<file path="src/shared/ptt_pkg.sv">
// constants and field layout of the periodic tick interval timer
//
// Contract
// - while the gate bit is 0 the tick gets no clock; 1 supplies it.
// - the tick clock gate bit resets to 0, so the block starts unclocked.
// - run 1 starts the tick, run 0 stops it, and run reads 0 after reset.
// - interval code n sets a period of 2^(15-n) slow clock cycles.
// - while running, writes to the interval select field are ignored.
// - a starting write loads the interval; a stopping write keeps it.
// - oscillator loss, stop or deep sleep clears run, keeps the interval.
// - counting needs the slow oscillator running and no deep sleep.
// - hardware raises periodic requests; software counts them into time.
// - the running counter counts slow edges, requesting at each interval.
// - clearing run zeroes the counter and stops it.
package ptt_pkg;

  // ---------------------------------------------------------------------
  // bus
  // ---------------------------------------------------------------------
  localparam int ADDR_W = 12;
  localparam int DATA_W = 8;

  localparam logic [ADDR_W-1:0] OFS_CLK_GATE  = 12'h0F76;
  localparam logic [ADDR_W-1:0] OFS_TICK_CTRL = 12'h0FC8;
  localparam logic [ADDR_W-1:0] OFS_IRQ_STAT  = 12'h0FC9;
  localparam logic [ADDR_W-1:0] OFS_IRQ_MASK  = 12'h0FCA;

  // ---------------------------------------------------------------------
  // fields and reset values
  // ---------------------------------------------------------------------
  localparam int BIT_GATE  = 5;
  localparam int BIT_RUN   = 0;
  localparam int SEL_LSB   = 1;
  localparam int SEL_W     = 3;
  localparam int BIT_EVENT = 0;

  localparam logic [DATA_W-1:0] RST_BYTE = 8'h00;
  localparam logic [SEL_W-1:0]  RST_SEL  = 3'h0;
  localparam logic [DATA_W-1:0] ZERO_B   = 8'h00;

  // ---------------------------------------------------------------------
  // counter
  // ---------------------------------------------------------------------
  localparam int CNT_W = 15;
  localparam logic [CNT_W-1:0] CNT_ZERO = 15'h0000;
  localparam logic [CNT_W-1:0] CNT_ONE  = 15'h0001;
  localparam logic [CNT_W-1:0] CNT_ALL  = 15'h7FFF;

  typedef enum logic [1:0] {
    PTT_IDLE = 2'b01,
    PTT_RUN  = 2'b10
  } ptt_state_t;

endpackage

</file>
<file path="src/logic/ptt_tick_timer.sv">
// periodic tick interval timer with register port and interrupt
//
// Added by the designer: the plain strobed port.
`timescale 1ns/1ps
`default_nettype none

module ptt_tick_timer
  import ptt_pkg::*;
(
  // clock and reset
  input  wire logic              i_clk,
  input  wire logic              i_reset,
  // register port
  input  wire logic [ADDR_W-1:0] i_addr,
  input  wire logic [DATA_W-1:0] i_wdata,
  input  wire logic              i_wr,
  input  wire logic              i_rd,
  output var  logic [DATA_W-1:0] o_rdata,
  // slow clock and chip mode pins
  input  wire logic              i_slow_clock,
  input  wire logic              i_slow_osc_enable,
  input  wire logic              i_stop_mode,
  input  wire logic              i_deep_sleep_mode,
  // interrupt
  output var  logic              o_tick_irq
);

  // ---------------------------------------------------------------------
  // helpers
  // ---------------------------------------------------------------------
  // low bits that must all be ones for the selected span to roll over
  function automatic logic [CNT_W-1:0] span_mask(input logic [SEL_W-1:0] s);
    span_mask = CNT_ALL >> s;
  endfunction

  // ---------------------------------------------------------------------
  // pin synchronisers
  // ---------------------------------------------------------------------
  // order: slow clock, osc enable, stop, deep sleep
  logic [3:0] pin_meta_reg;
  logic [3:0] pin_sync_reg;
  logic       slow_prev_reg;
  logic [3:0] pin_meta_next;
  logic [3:0] pin_sync_next;
  logic       slow_prev_next;

  always_comb begin
    pin_meta_next  = {i_deep_sleep_mode, i_stop_mode,
                      i_slow_osc_enable, i_slow_clock};
    pin_sync_next  = pin_meta_reg;
    slow_prev_next = pin_sync_reg[0];
  end

  always_ff @(posedge i_clk or posedge i_reset) begin
    if (i_reset) begin
      pin_meta_reg  <= 4'h0;
      pin_sync_reg  <= 4'h0;
      slow_prev_reg <= 1'b0;
    end else begin
      pin_meta_reg  <= pin_meta_next;
      pin_sync_reg  <= pin_sync_next;
      slow_prev_reg <= slow_prev_next;
    end
  end

  logic slow_rise;
  logic osc_on;
  logic halt_req;
  logic gate_on;

  // ---------------------------------------------------------------------
  // registers
  // ---------------------------------------------------------------------
  logic [DATA_W-1:0] gate_reg;
  logic [DATA_W-1:0] gate_next;
  logic              run_reg;
  logic              run_next;
  logic [SEL_W-1:0]  sel_reg;
  logic [SEL_W-1:0]  sel_next;
  logic              stat_reg;
  logic              stat_next;
  logic              mask_reg;
  logic              mask_next;
  logic [CNT_W-1:0]  cnt_reg;
  logic [CNT_W-1:0]  cnt_next;
  logic [DATA_W-1:0] rdata_reg;
  logic [DATA_W-1:0] rdata_next;
  logic              irq_reg;
  logic              irq_next;
  ptt_state_t        state_reg;
  ptt_state_t        state_next;

  logic ctrl_wr;
  logic tick_evt;

  assign gate_on   = gate_reg[BIT_GATE];
  assign slow_rise = gate_on && pin_sync_reg[0] && !slow_prev_reg;
  // no counting without the slow oscillator or in deep sleep
  assign osc_on    = pin_sync_reg[1] && !pin_sync_reg[3];
  assign halt_req  = !pin_sync_reg[1] || pin_sync_reg[2]
                     || pin_sync_reg[3];
  // control writes need the clock supplied, the gate bit is the only door
  assign ctrl_wr   = i_wr && (i_addr == OFS_TICK_CTRL) && gate_on;
  // selected span rolls over on this slow edge
  assign tick_evt  = run_reg && osc_on && slow_rise
                     && ((cnt_reg & span_mask(sel_reg))
                         == span_mask(sel_reg));

  always_comb begin
    gate_next  = gate_reg;
    run_next   = run_reg;
    sel_next   = sel_reg;
    mask_next  = mask_reg;
    stat_next  = stat_reg;
    state_next = state_reg;
    if (i_wr && (i_addr == OFS_CLK_GATE)) begin
      gate_next = i_wdata;
    end
    if (i_wr && (i_addr == OFS_IRQ_MASK)) begin
      mask_next = i_wdata[BIT_EVENT];
    end
    if (ctrl_wr) begin
      run_next = i_wdata[BIT_RUN];
      if (!run_reg) begin
        // interval only loads while stopped, incl. the starting write
        sel_next = i_wdata[SEL_LSB +: SEL_W];
      end
    end
    // only a running tick halts; a start under halt lives one cycle
    if (run_reg && halt_req) begin
      run_next = 1'b0;
    end
    // write-one-to-clear, a new event in the same cycle wins
    if (i_wr && (i_addr == OFS_IRQ_STAT) && i_wdata[BIT_EVENT]) begin
      stat_next = 1'b0;
    end
    if (tick_evt) begin
      stat_next = 1'b1;
    end
    unique case (state_reg)
      PTT_IDLE: begin
        if (run_next) begin
          state_next = PTT_RUN;
        end
      end
      PTT_RUN: begin
        if (!run_next) begin
          state_next = PTT_IDLE;
        end
      end
      default: begin
        state_next = PTT_IDLE;
      end
    endcase
  end

  // ---------------------------------------------------------------------
  // tick counter
  // ---------------------------------------------------------------------
  always_comb begin
    cnt_next = cnt_reg;
    if (!run_reg) begin
      cnt_next = CNT_ZERO;
    end else if (slow_rise && osc_on) begin
      // free running, wraps without stopping at an event
      cnt_next = cnt_reg + CNT_ONE;
    end
  end

  // ---------------------------------------------------------------------
  // read port and interrupt
  // ---------------------------------------------------------------------
  always_comb begin
    rdata_next = ZERO_B;
    if (i_rd) begin
      unique case (i_addr)
        OFS_CLK_GATE:  rdata_next = gate_reg;
        OFS_TICK_CTRL: begin
          rdata_next               = ZERO_B;
          rdata_next[BIT_RUN]      = run_reg;
          rdata_next[SEL_LSB +: SEL_W] = sel_reg;
        end
        OFS_IRQ_STAT: begin
          rdata_next            = ZERO_B;
          rdata_next[BIT_EVENT] = stat_reg;
        end
        OFS_IRQ_MASK: begin
          rdata_next            = ZERO_B;
          rdata_next[BIT_EVENT] = mask_reg;
        end
        default:       rdata_next = ZERO_B;
      endcase
    end
    irq_next = stat_next && mask_next;
  end

  always_ff @(posedge i_clk or posedge i_reset) begin
    if (i_reset) begin
      gate_reg  <= RST_BYTE;
      run_reg   <= 1'b0;
      sel_reg   <= RST_SEL;
      stat_reg  <= 1'b0;
      mask_reg  <= 1'b0;
      cnt_reg   <= CNT_ZERO;
      rdata_reg <= ZERO_B;
      irq_reg   <= 1'b0;
      state_reg <= PTT_IDLE;
    end else begin
      gate_reg  <= gate_next;
      run_reg   <= run_next;
      sel_reg   <= sel_next;
      stat_reg  <= stat_next;
      mask_reg  <= mask_next;
      cnt_reg   <= cnt_next;
      rdata_reg <= rdata_next;
      irq_reg   <= irq_next;
      state_reg <= state_next;
    end
  end

  assign o_rdata    = rdata_reg;
  assign o_tick_irq = irq_reg;
endmodule

`default_nettype wire

</file>
<file path="config.mk">
export PLATFORM = sky130hd
export DESIGN_NAME = ptt_tick_timer
export DESIGN_NICKNAME = d
export VERILOG_FILES = /design/src/shared/ptt_pkg.sv /design/src/logic/ptt_tick_timer.sv
export SDC_FILE = /design/constraint.sdc
export NUM_CORES = 1
export LEC_CHECK = 0
export ABC_AREA = 1
export BUFFER_PORTS_ARGS = -buffer_cell sky130_fd_sc_hd__buf_2
export CORE_AREA = 8 8 79 81
export DETAILED_ROUTE_END_ITERATION = 6
export DIE_AREA = 0 0 87 89
export PLACE_DENSITY = 0.68
export SKIP_LAST_GASP = 1
export SYNTH_ARGS = -nofsm -noshare
export SYNTH_HDL_FRONTEND = slang
export SYNTH_SLANG_ARGS = --single-unit
</file>
<file path="constraint.sdc">
create_clock -name i_clk -period 1.5 [get_ports i_clk]
set_clock_uncertainty 0.1 [all_clocks]
set_input_delay 0.075 -clock i_clk [delete_from_list [all_inputs] [get_ports i_clk]]
set_output_delay 0.075 -clock i_clk [all_outputs]
set_load 0.01 [all_outputs]
</file>
==> flow_metrics.tcl, run 1 <==
set metrics [dict create \
    cts_tree "yes" \
    p_total_w 0.00229 \
    syn-cell-area_um2 2320 \
    design_area_um2 2910 \
    grt_pass1_wl_um 8200 \
    utilization 0.584 \
    wire_per_inst_um 11.3 \
    drc 0 \
    r2r_slack_ps 100 \
    r2r-start "cnt_reg[1]$_DFFE_PP0P_" \
    viasPerCell 4.70 \
    switching_share 0.225 \
    synth_top_family_by_area "simple AND/OR/NAND/NOR gates" \
    gp_congestion 0.800 \
    synth_cells 286 \
    synth-xor-area-share 0 \
    largest_reg_flops 15 \
    start_kind "flop" \
    avgSynthCellArea_um2 8.12 \
    maxSlewHeadroom 0.760 \
    ys.flop_type "dfrtp_1" \
    p_sw_w 0.000514 \
    synth_compound_area_frac 0.0755 \
    status "completed" \
    final_cell_mix "nand2_1, dfrtp_1, inv_1" \
    core_um2 4980 \
    ff2ff_path_depth 6 \
    synth_fa_ha_area_frac 0.00539 \
    clkTransAtPathRegs_ps 80 \
    start_util 0.466 \
    async_reset_ff_frac 1.00 \
    hpwl_um 3370 \
    place_ws_ps 13.7 \
    firstDrtPassIters 5 \
    drv_slew 0 \
    finalSetupViolCount 0 \
    clock_path_buffers 2 \
    die-area_um2 7740 \
    ant_nets 0 \
    cp.required_ps 1590 \
    fin_crit_ps 1400 \
    cp_num_cells 6 \
    synth.distinct_cells 28 \
    multi_input_area_um2 971 \
    wirelength_um 4720 \
    final_common_cell "nand2_1" \
    critical_path.most_common_cell "nor2_1" \
    synth_warnings 0 \
    portBuffers 36 \
    cts.sinks 47 \
    antennaDiodeCount 0 \
    syn_nets 315 \
    antenna_found_initial 0 \
    dpl_cell_area_um2 2590 \
    clkPwrFrac 0.368 \
    crit_path_max_fanout 4 \
    power_density_nw_per_um2 786 \
    drt_iter0_drc 90 \
    ys_seq_area_frac 0.507 \
    track_usage 0.133 \
    worstSetupPathType "flop to flop" \
    cap_violations 0 \
    synthSimpleGateAreaFrac 0.327 \
    die_h_um 89 \
    nets 377 \
    leakage_nw 1.48 \
    holdCritStartpoint "i_wr" \
    cts_buffers 5 \
    arrival_ps 1490 \
    crit_path_start "cnt_reg[1]$_DFFE_PP0P_" \
    hold_path_class "input pin to flop" \
    worstPathCellList "ha_2, nand3_4, nor2_4, nand4_1, nor2_1, nor2_1" \
    report.final.hold_viol_count 0 \
    ir_worst_vdd_mv 0.682 \
    tightest_slew_ps 360 \
    intPower_w 0.00177 \
    fin_ws_ps 103 \
    worst-path-buf-inv 0 \
    cts-root-buf "clkbuf_8" \
    placementRows 26 \
    whs_path_depth 3 \
    synth_edf_count 0 \
    yosys-mux-area-fraction 0 \
    cp_top_family "simple AND/OR/NAND/NOR gates" \
    synth_seq_cells 47 \
    register_area_um2 1180 \
    hold_ws_ps 8.95 \
    cp_slowest_stage_delay_ps 360 \
    syn_to_final_growth_pct 25.3 \
    grt_max_degree 48 \
    final.period_utilization 0.931 \
    cp_slowest_cell "dfrtp_1" \
    seqPwrFrac 0.562 \
    htreeDepth 2 \
    clk_latency_ps 300 \
    ios 37 \
    grt_pass1_vias 1898 \
    vias 1968 \
    die_x_um 87 \
    fmax_mhz 716 \
    grt.overflow.total 0 \
    drive_gt1_frac 0.255 \
    end_kind "flop" \
    combPwrFrac 0.070 \
    fill_cells 460 \
]
-- per-layer routing --
layer | up-vias | wire length [um] | track usage
met5 | - | 0 | 0
met2 | 38 | 2300 | 0.227
met3 | 6 | 248 | 0.0395
li1 | 1008 | - | -
met1 | 916 | 2100 | 0.157
met4 | 0 | 62 | 0.0423
-- power by group through the flow --
stage                     registers (W)  logic (W)  clock network [W]
after global placement          0.00131   0.000130                  0
final                           0.00128   0.000161           0.000840
after CTS                       0.00129   0.000161           0.000869
after floorplan                 0.00131  0.0000661                  0
after global routing            0.00129   0.000181           0.000903
after detailed placement        0.00131   0.000133                  0
-- tightest hold or removal path: stages --
cell	delay, ps
buf_2	130
nand4_1	90
nand2_1	60
-- through the flow --
step / cells / setup TNS, ps
CTS: 414 / -2.24
global route: 419 / -8.15
detailed placement: 391 / 0
finish: 419 / 0
global placement: 391 / 0
floorplan: 286 / 0
-- Yosys cell counts (2+ instances only) --
| cell type | n | share of area |
|---|---|---|
| nand2_1 | 69 | 0.11 |
| dfrtp_1 | 47 | 0.51 |
| inv_1 | 43 | 0.070 |
| nor2_1 | 32 | 0.052 |
| nand3_1 | 15 | 0.032 |
| nand2_2 | 12 | 0.032 |
| a21oi_1 | 11 | 0.024 |
| o21ai_0 | 10 | 0.022 |
| o21ai_1 | 9 | 0.019 |
| nand4_1 | 6 | 0.016 |
| nor2_2 | 6 | 0.016 |
| inv_2 | 4 | 0.0065 |
| nor2_4 | 4 | 0.019 |
| nor3_1 | 3 | 0.0065 |
| o21ai_2 | 2 | 0.0075 |
-- final timing paths --
check	end
setup / recovery	cnt_reg[12]$_DFFE_PP0P_
hold / removal	mask_reg$_DFF_PP0_
setup reg to reg	cnt_reg[12]$_DFFE_PP0P_
hold reg to reg	pin_sync_reg[3]$_DFF_PP0_
max in group asynchronous	stat_reg$_DFF_PP0_
min in group asynchronous	cnt_reg[5]$_DFFE_PP0P_
-- final cells by class --
type,count,share of cell area
flip-flops and latches,47,0.404
well taps,70,0.0301
repair buffers,58,0.135
clock buffers,7,0.0331
inverters,47,0.0607
clock inverters,1,0.00258
multi-input cells,189,0.334
-- cells by family after synthesis --
logic type      Yosys count
flops                    47
buf+inv                  50
fa+ha+maj                 1
simple gates            155
compound gates           33
-- timing repair --
action | CTS | global route
endpoints found under the hold margin | 67 | 0
endpoints found under the setup margin | 1 | 9
buffers inserted | 1 | 5
hold buffers | 14 | 0
pin swaps | 1 | 5
resized for setup | 0 | 5
Power figures use the tool's default switching activity.
==> run 2, diff against run 1 <==
Settings changed: PLACE_DENSITY 0.68 to not set, PLACE_DENSITY_LB_ADDON set to 0.15.
==> flow_metrics.tcl, run 2 (synthesis results as in run 1) <==
set metrics [dict create \
    final_common_cell "nand2_1" \
    firstDrtPassIters 4 \
    hpwl_um 3420 \
    grt.overflow.total 0 \
    syn_to_final_growth_pct 26.9 \
    leakage_nw 1.50 \
    wire_per_inst_um 11.3 \
    largest_reg_flops 15 \
    worstPathCellList "nand3_1, nor2_2, nand2_4, nor2_4, nand3_1, nand2_1, nor2_1" \
    placementRows 26 \
    cts.sinks 47 \
    htreeDepth 2 \
    layout.cells.non_filler 419 \
    viasPerCell 4.65 \
    vias 1947 \
    arrival_ps 1520 \
    grt_pass1_wl_um 8330 \
    critical_path.most_common_cell "nand3_1" \
    maxSlewHeadroom 0.689 \
    antenna_found_initial 0 \
    hold_ws_ps 94.3 \
    final.period_utilization 0.949 \
    grt_pass1_vias 1918 \
    cp_top_family "simple AND/OR/NAND/NOR gates" \
    worst-path-buf-inv 0 \
    start_kind "flop" \
    worstSetupPathType "flop to flop" \
    fin_crit_ps 1420 \
    cts_buffers 5 \
    place_ws_ps 38.6 \
    hold_path_class "input pin to flop" \
    portBuffers 36 \
    end_kind "flop" \
    design_area_um2 2950 \
    antennaDiodeCount 0 \
    finalSetupViolCount 0 \
    die-area_um2 7740 \
    cp_slowest_cell "dfrtp_1" \
    r2r_slack_ps 80 \
    drv_slew 0 \
    p_total_w 0.00240 \
    drive_gt1_frac 0.258 \
    cp_slowest_stage_delay_ps 460 \
    grt_max_degree 29 \
    fill_cells 455 \
    tightest_slew_ps 466 \
    wirelength_um 4710 \
    grt_setup_unrepaired "true" \
    ir_worst_vdd_mv 0.607 \
    clk_latency_ps 300 \
    start_util 0.466 \
    cts-root-buf "clkbuf_8" \
    fin_ws_ps 76.5 \
    cts_tree "yes" \
    cap_violations 0 \
    placed_cells 392 \
    clkTransAtPathRegs_ps 90 \
    final_cell_mix "nand2_1, dfrtp_1, inv_1" \
    fmax_mhz 702 \
    status "completed" \
    cp.required_ps 1600 \
    gp_congestion 0.833 \
    core_um2 4980 \
    dpl_cell_area_um2 2600 \
    die_x_um 87 \
    report.final.hold_viol_count 0 \
    drc 0 \
    clock_path_buffers 2 \
    track_usage 0.134 \
    drt_iter0_drc 98 \
    power_density_nw_per_um2 814 \
    ios 37 \
    nets 377 \
    die_h_um 89 \
    crit_path_max_fanout 5 \
    ant_nets 0 \
]
run 2: report_power, final:
| group | total (W) | switching, W | internal, W |
|---|---|---|---|
| sequential | 0.00129 | 0.00000504 | 0.00128 |
| clock | 0.000949 | 0.000444 | 0.000505 |
| combinational | 0.000164 | 0.0000888 | 0.0000750 |
run 2: layout make-up:
class	count	area [um2]	area share
multi-input combinational	189	993	0.337
tap	70	87.6	0.0297
clock buffer	5	68.8	0.0234
inverter	47	176	0.0599
clock inverter	3	47.5	0.0161
timing repair buffer	58	395	0.134
sequential	47	1180	0.399
run 2: final timing paths:
path,from,end,depth (start not counted)
setup / recovery,cnt_reg[2]$_DFFE_PP0P_,cnt_reg[11]$_DFFE_PP0P_,7
hold / removal,i_addr[4],mask_reg$_DFF_PP0_,6
setup reg to reg,cnt_reg[2]$_DFFE_PP0P_,cnt_reg[11]$_DFFE_PP0P_,7
hold reg to reg,pin_meta_reg[1]$_DFF_PP0_,pin_sync_reg[1]$_DFF_PP0_,0
max in group asynchronous,i_reset,pin_meta_reg[1]$_DFF_PP0_,4
min in group asynchronous,i_reset,cnt_reg[14]$_DFFE_PP0P_,3
run 2: per-layer routing:
metal / GRT usage / part of all wire / routed length, um
met1: 0.159 / 0.46 / 2160
met5: 0 / 0 / 0
met3: 0.0377 / 0.042 / 196
met2: 0.230 / 0.49 / 2300
met4: 0.0438 / 0.011 / 53
run 2: timing repair:
item / in CTS / in global routing
hold endpoints to repair: 39 / 0
setup endpoints to repair: 0 / 10
buffers inserted: 0 / 4
resized for setup: 0 / 9
hold buffers: 15 / 0
run 2: per-stage QoR:
stage | utilization | TNS, ps
3_3_place_gp | 0.523 | 0
6_report | 0.592 | 0
3_5_place_dp | 0.523 | 0
5_1_grt | 0.592 | -109
2_1_floorplan | - | 0
4_1_cts | 0.576 | 0
run 2: worst reg2reg max path: stages, from the launching register on:
cell and delay [ps]:
dfrtp_1 460, nand3_1 170, nor2_2 160, nand2_4 80, nor2_4 170, nand3_1 80, nand2_1 60, nor2_1 40
==> run 3, diff against run 2 <==
Settings changed: CORE_AREA 8 8 79 81 to 2 2 73 75, CTS_BUF_LIST set to sky130_fd_sc_hd__clkbuf_4, DIE_AREA 0 0 87 89 to 0 0 75 77.
==> flow_metrics.tcl, run 3 (synthesis results as in run 1) <==
set metrics [dict create \
    status "completed" \
    grt.overflow.total 0 \
    cts_tree "yes" \
    vias 1986 \
    ant_nets 0 \
    final_cell_mix "nand2_1, dfrtp_1, inv_1" \
    end_kind "flop" \
    crit_path_max_fanout 4 \
    placementRows 26 \
    fin_crit_ps 1460 \
    p_sw_w 0.000539 \
    cts_buffers 5 \
    worstSetupPathType "flop to flop" \
    drc 0 \
    whs_path_depth 6 \
    gp_congestion 0.828 \
    cap_violations 0 \
    maxSlewHeadroom 0.709 \
    cts-root-buf "clkbuf_4" \
    report.final.hold_viol_count 0 \
    place_ws_ps 16.6 \
    viasPerCell 4.72 \
    clock_path_buffers 2 \
    die_h_um 77 \
    fin_ws_ps 44.6 \
    largest_reg_flops 15 \
    die_x_um 75 \
    grt_setup_unrepaired "true" \
    hpwl_um 3250 \
    grt_pass1_wl_um 8390 \
    fmax_mhz 687 \
    wirelength_um 4610 \
    leakage_nw 1.47 \
    arrival_ps 1630 \
    start_kind "flop" \
    seqPwrFrac 0.613 \
    antenna_found_initial 0 \
    combPwrFrac 0.078 \
    finalSetupViolCount 0 \
    die-area_um2 5780 \
    syn_to_final_growth_pct 25.6 \
    grt_pass1_vias 1934 \
    nets 379 \
    clkPwrFrac 0.308 \
    cp_slowest_stage_delay_ps 450 \
    switching_share 0.257 \
    clkTransAtPathRegs_ps 140 \
    grt_max_degree 30 \
    start_util 0.466 \
    drive_gt1_frac 0.271 \
    drv_slew 0 \
    final_common_cell "nand2_1" \
    antennaDiodeCount 0 \
    cp_top_family "simple AND/OR/NAND/NOR gates" \
    ir_worst_vdd_mv 0.666 \
    drt_iter0_drc 99 \
    design_area_um2 2920 \
    hold_path_class "input pin to flop" \
    fill_cells 452 \
    dpl_cell_area_um2 2590 \
    ios 37 \
    wire_per_inst_um 10.9 \
    tightest_slew_ps 436 \
    power_density_nw_per_um2 719 \
    cp.required_ps 1670 \
    worstPathCellList "ha_4, nand3_4, nor2_4, nand4_1, o21ai_1, nor2_1" \
    worst-path-buf-inv 0 \
    cp_num_cells 6 \
    core_um2 4980 \
    intPower_w 0.00156 \
    clk_latency_ps 370 \
    firstDrtPassIters 4 \
    portBuffers 36 \
    cts.sinks 47 \
    htreeDepth 2 \
    cp_slowest_cell "dfrtp_1" \
    ff2ff_path_depth 6 \
    track_usage 0.186 \
    final.period_utilization 0.970 \
]
==> run 3: final cells by class <==
class / instances / area (um2) / area share
clock buffers: 5 / 37.5 / 0.0129
clock inverters: 3 / 26.3 / 0.00901
inverters: 47 / 176 / 0.0605
multi-input cells: 189 / 1000 / 0.344
flip-flops and latches: 47 / 1180 / 0.403
well taps: 70 / 87.6 / 0.0300
repair buffers: 60 / 408 / 0.140
==> run 3: final timing paths <==
path / startpoint / to / slack [ps]
min in group asynchronous: i_reset / cnt_reg[3]$_DFFE_PP0P_ / 140
max in group asynchronous: i_reset / gate_reg[3]$_DFFE_PP0P_ / 680
worst min register to register: pin_meta_reg[3]$_DFF_PP0_ / pin_sync_reg[3]$_DFF_PP0_ / 270
worst min-delay path: i_addr[5] / mask_reg$_DFF_PP0_ / 30
worst max-delay path: cnt_reg[1]$_DFFE_PP0P_ / cnt_reg[10]$_DFFE_PP0P_ / 40
worst max register to register: cnt_reg[1]$_DFFE_PP0P_ / cnt_reg[10]$_DFFE_PP0P_ / 40
==> run 3: timing repair <==
item                       CTS  global route
setup endpoints to repair    4            10
resized for setup            0            13
setup buffers                1             6
hold endpoints to repair    73             0
hold buffers                15             0
pin swaps                    0            15
==> run 3: power by group through the flow <==
| stage | combinational (W) | sequential, W | clock (W) |
|---|---|---|---|
| final | 0.000164 | 0.00129 | 0.000647 |
| after global routing | 0.000186 | 0.00129 | 0.000729 |
| after CTS | 0.000162 | 0.00129 | 0.000678 |
| after detailed placement | 0.000131 | 0.00131 | 0 |
| after global placement | 0.000130 | 0.00131 | 0 |
| after floorplan | 0.0000661 | 0.00131 | 0 |
==> run 3: worst min-delay path: stages <==
cell,delay [ps]
buf_2,90
nor2_1,40
nand2_1,60
nor2_2,60
nand4_1,60
nand2_1,70
==> run 3: per-layer routing <==
metal  wire, um  global-route usage  vias to the layer above
li1           -                   -                     1020
met5          0                   0                        -
met1       2110               0.241                      922
met3        178              0.0499                        7
met4         55              0.0536                        0
met2       2260               0.302                       37
==> run 3: stage by stage <==
| step | cells | hold slack, ps | TNS, ps | power (W) | util |
|---|---|---|---|---|---|
| floorplan | 286 | 6.43 | 0 | 0.00138 | - |
| global placement | 391 | 1.62 | 0 | 0.00144 | 0.521 |
| detailed placement | 391 | 1.27 | 0 | 0.00144 | 0.521 |
| CTS | 415 | 10.3 | 0 | 0.00213 | 0.566 |
| global route | 421 | 62.1 | -223 | 0.00220 | 0.586 |
| finish | 421 | 26.2 | 0 | 0.00210 | 0.586 |
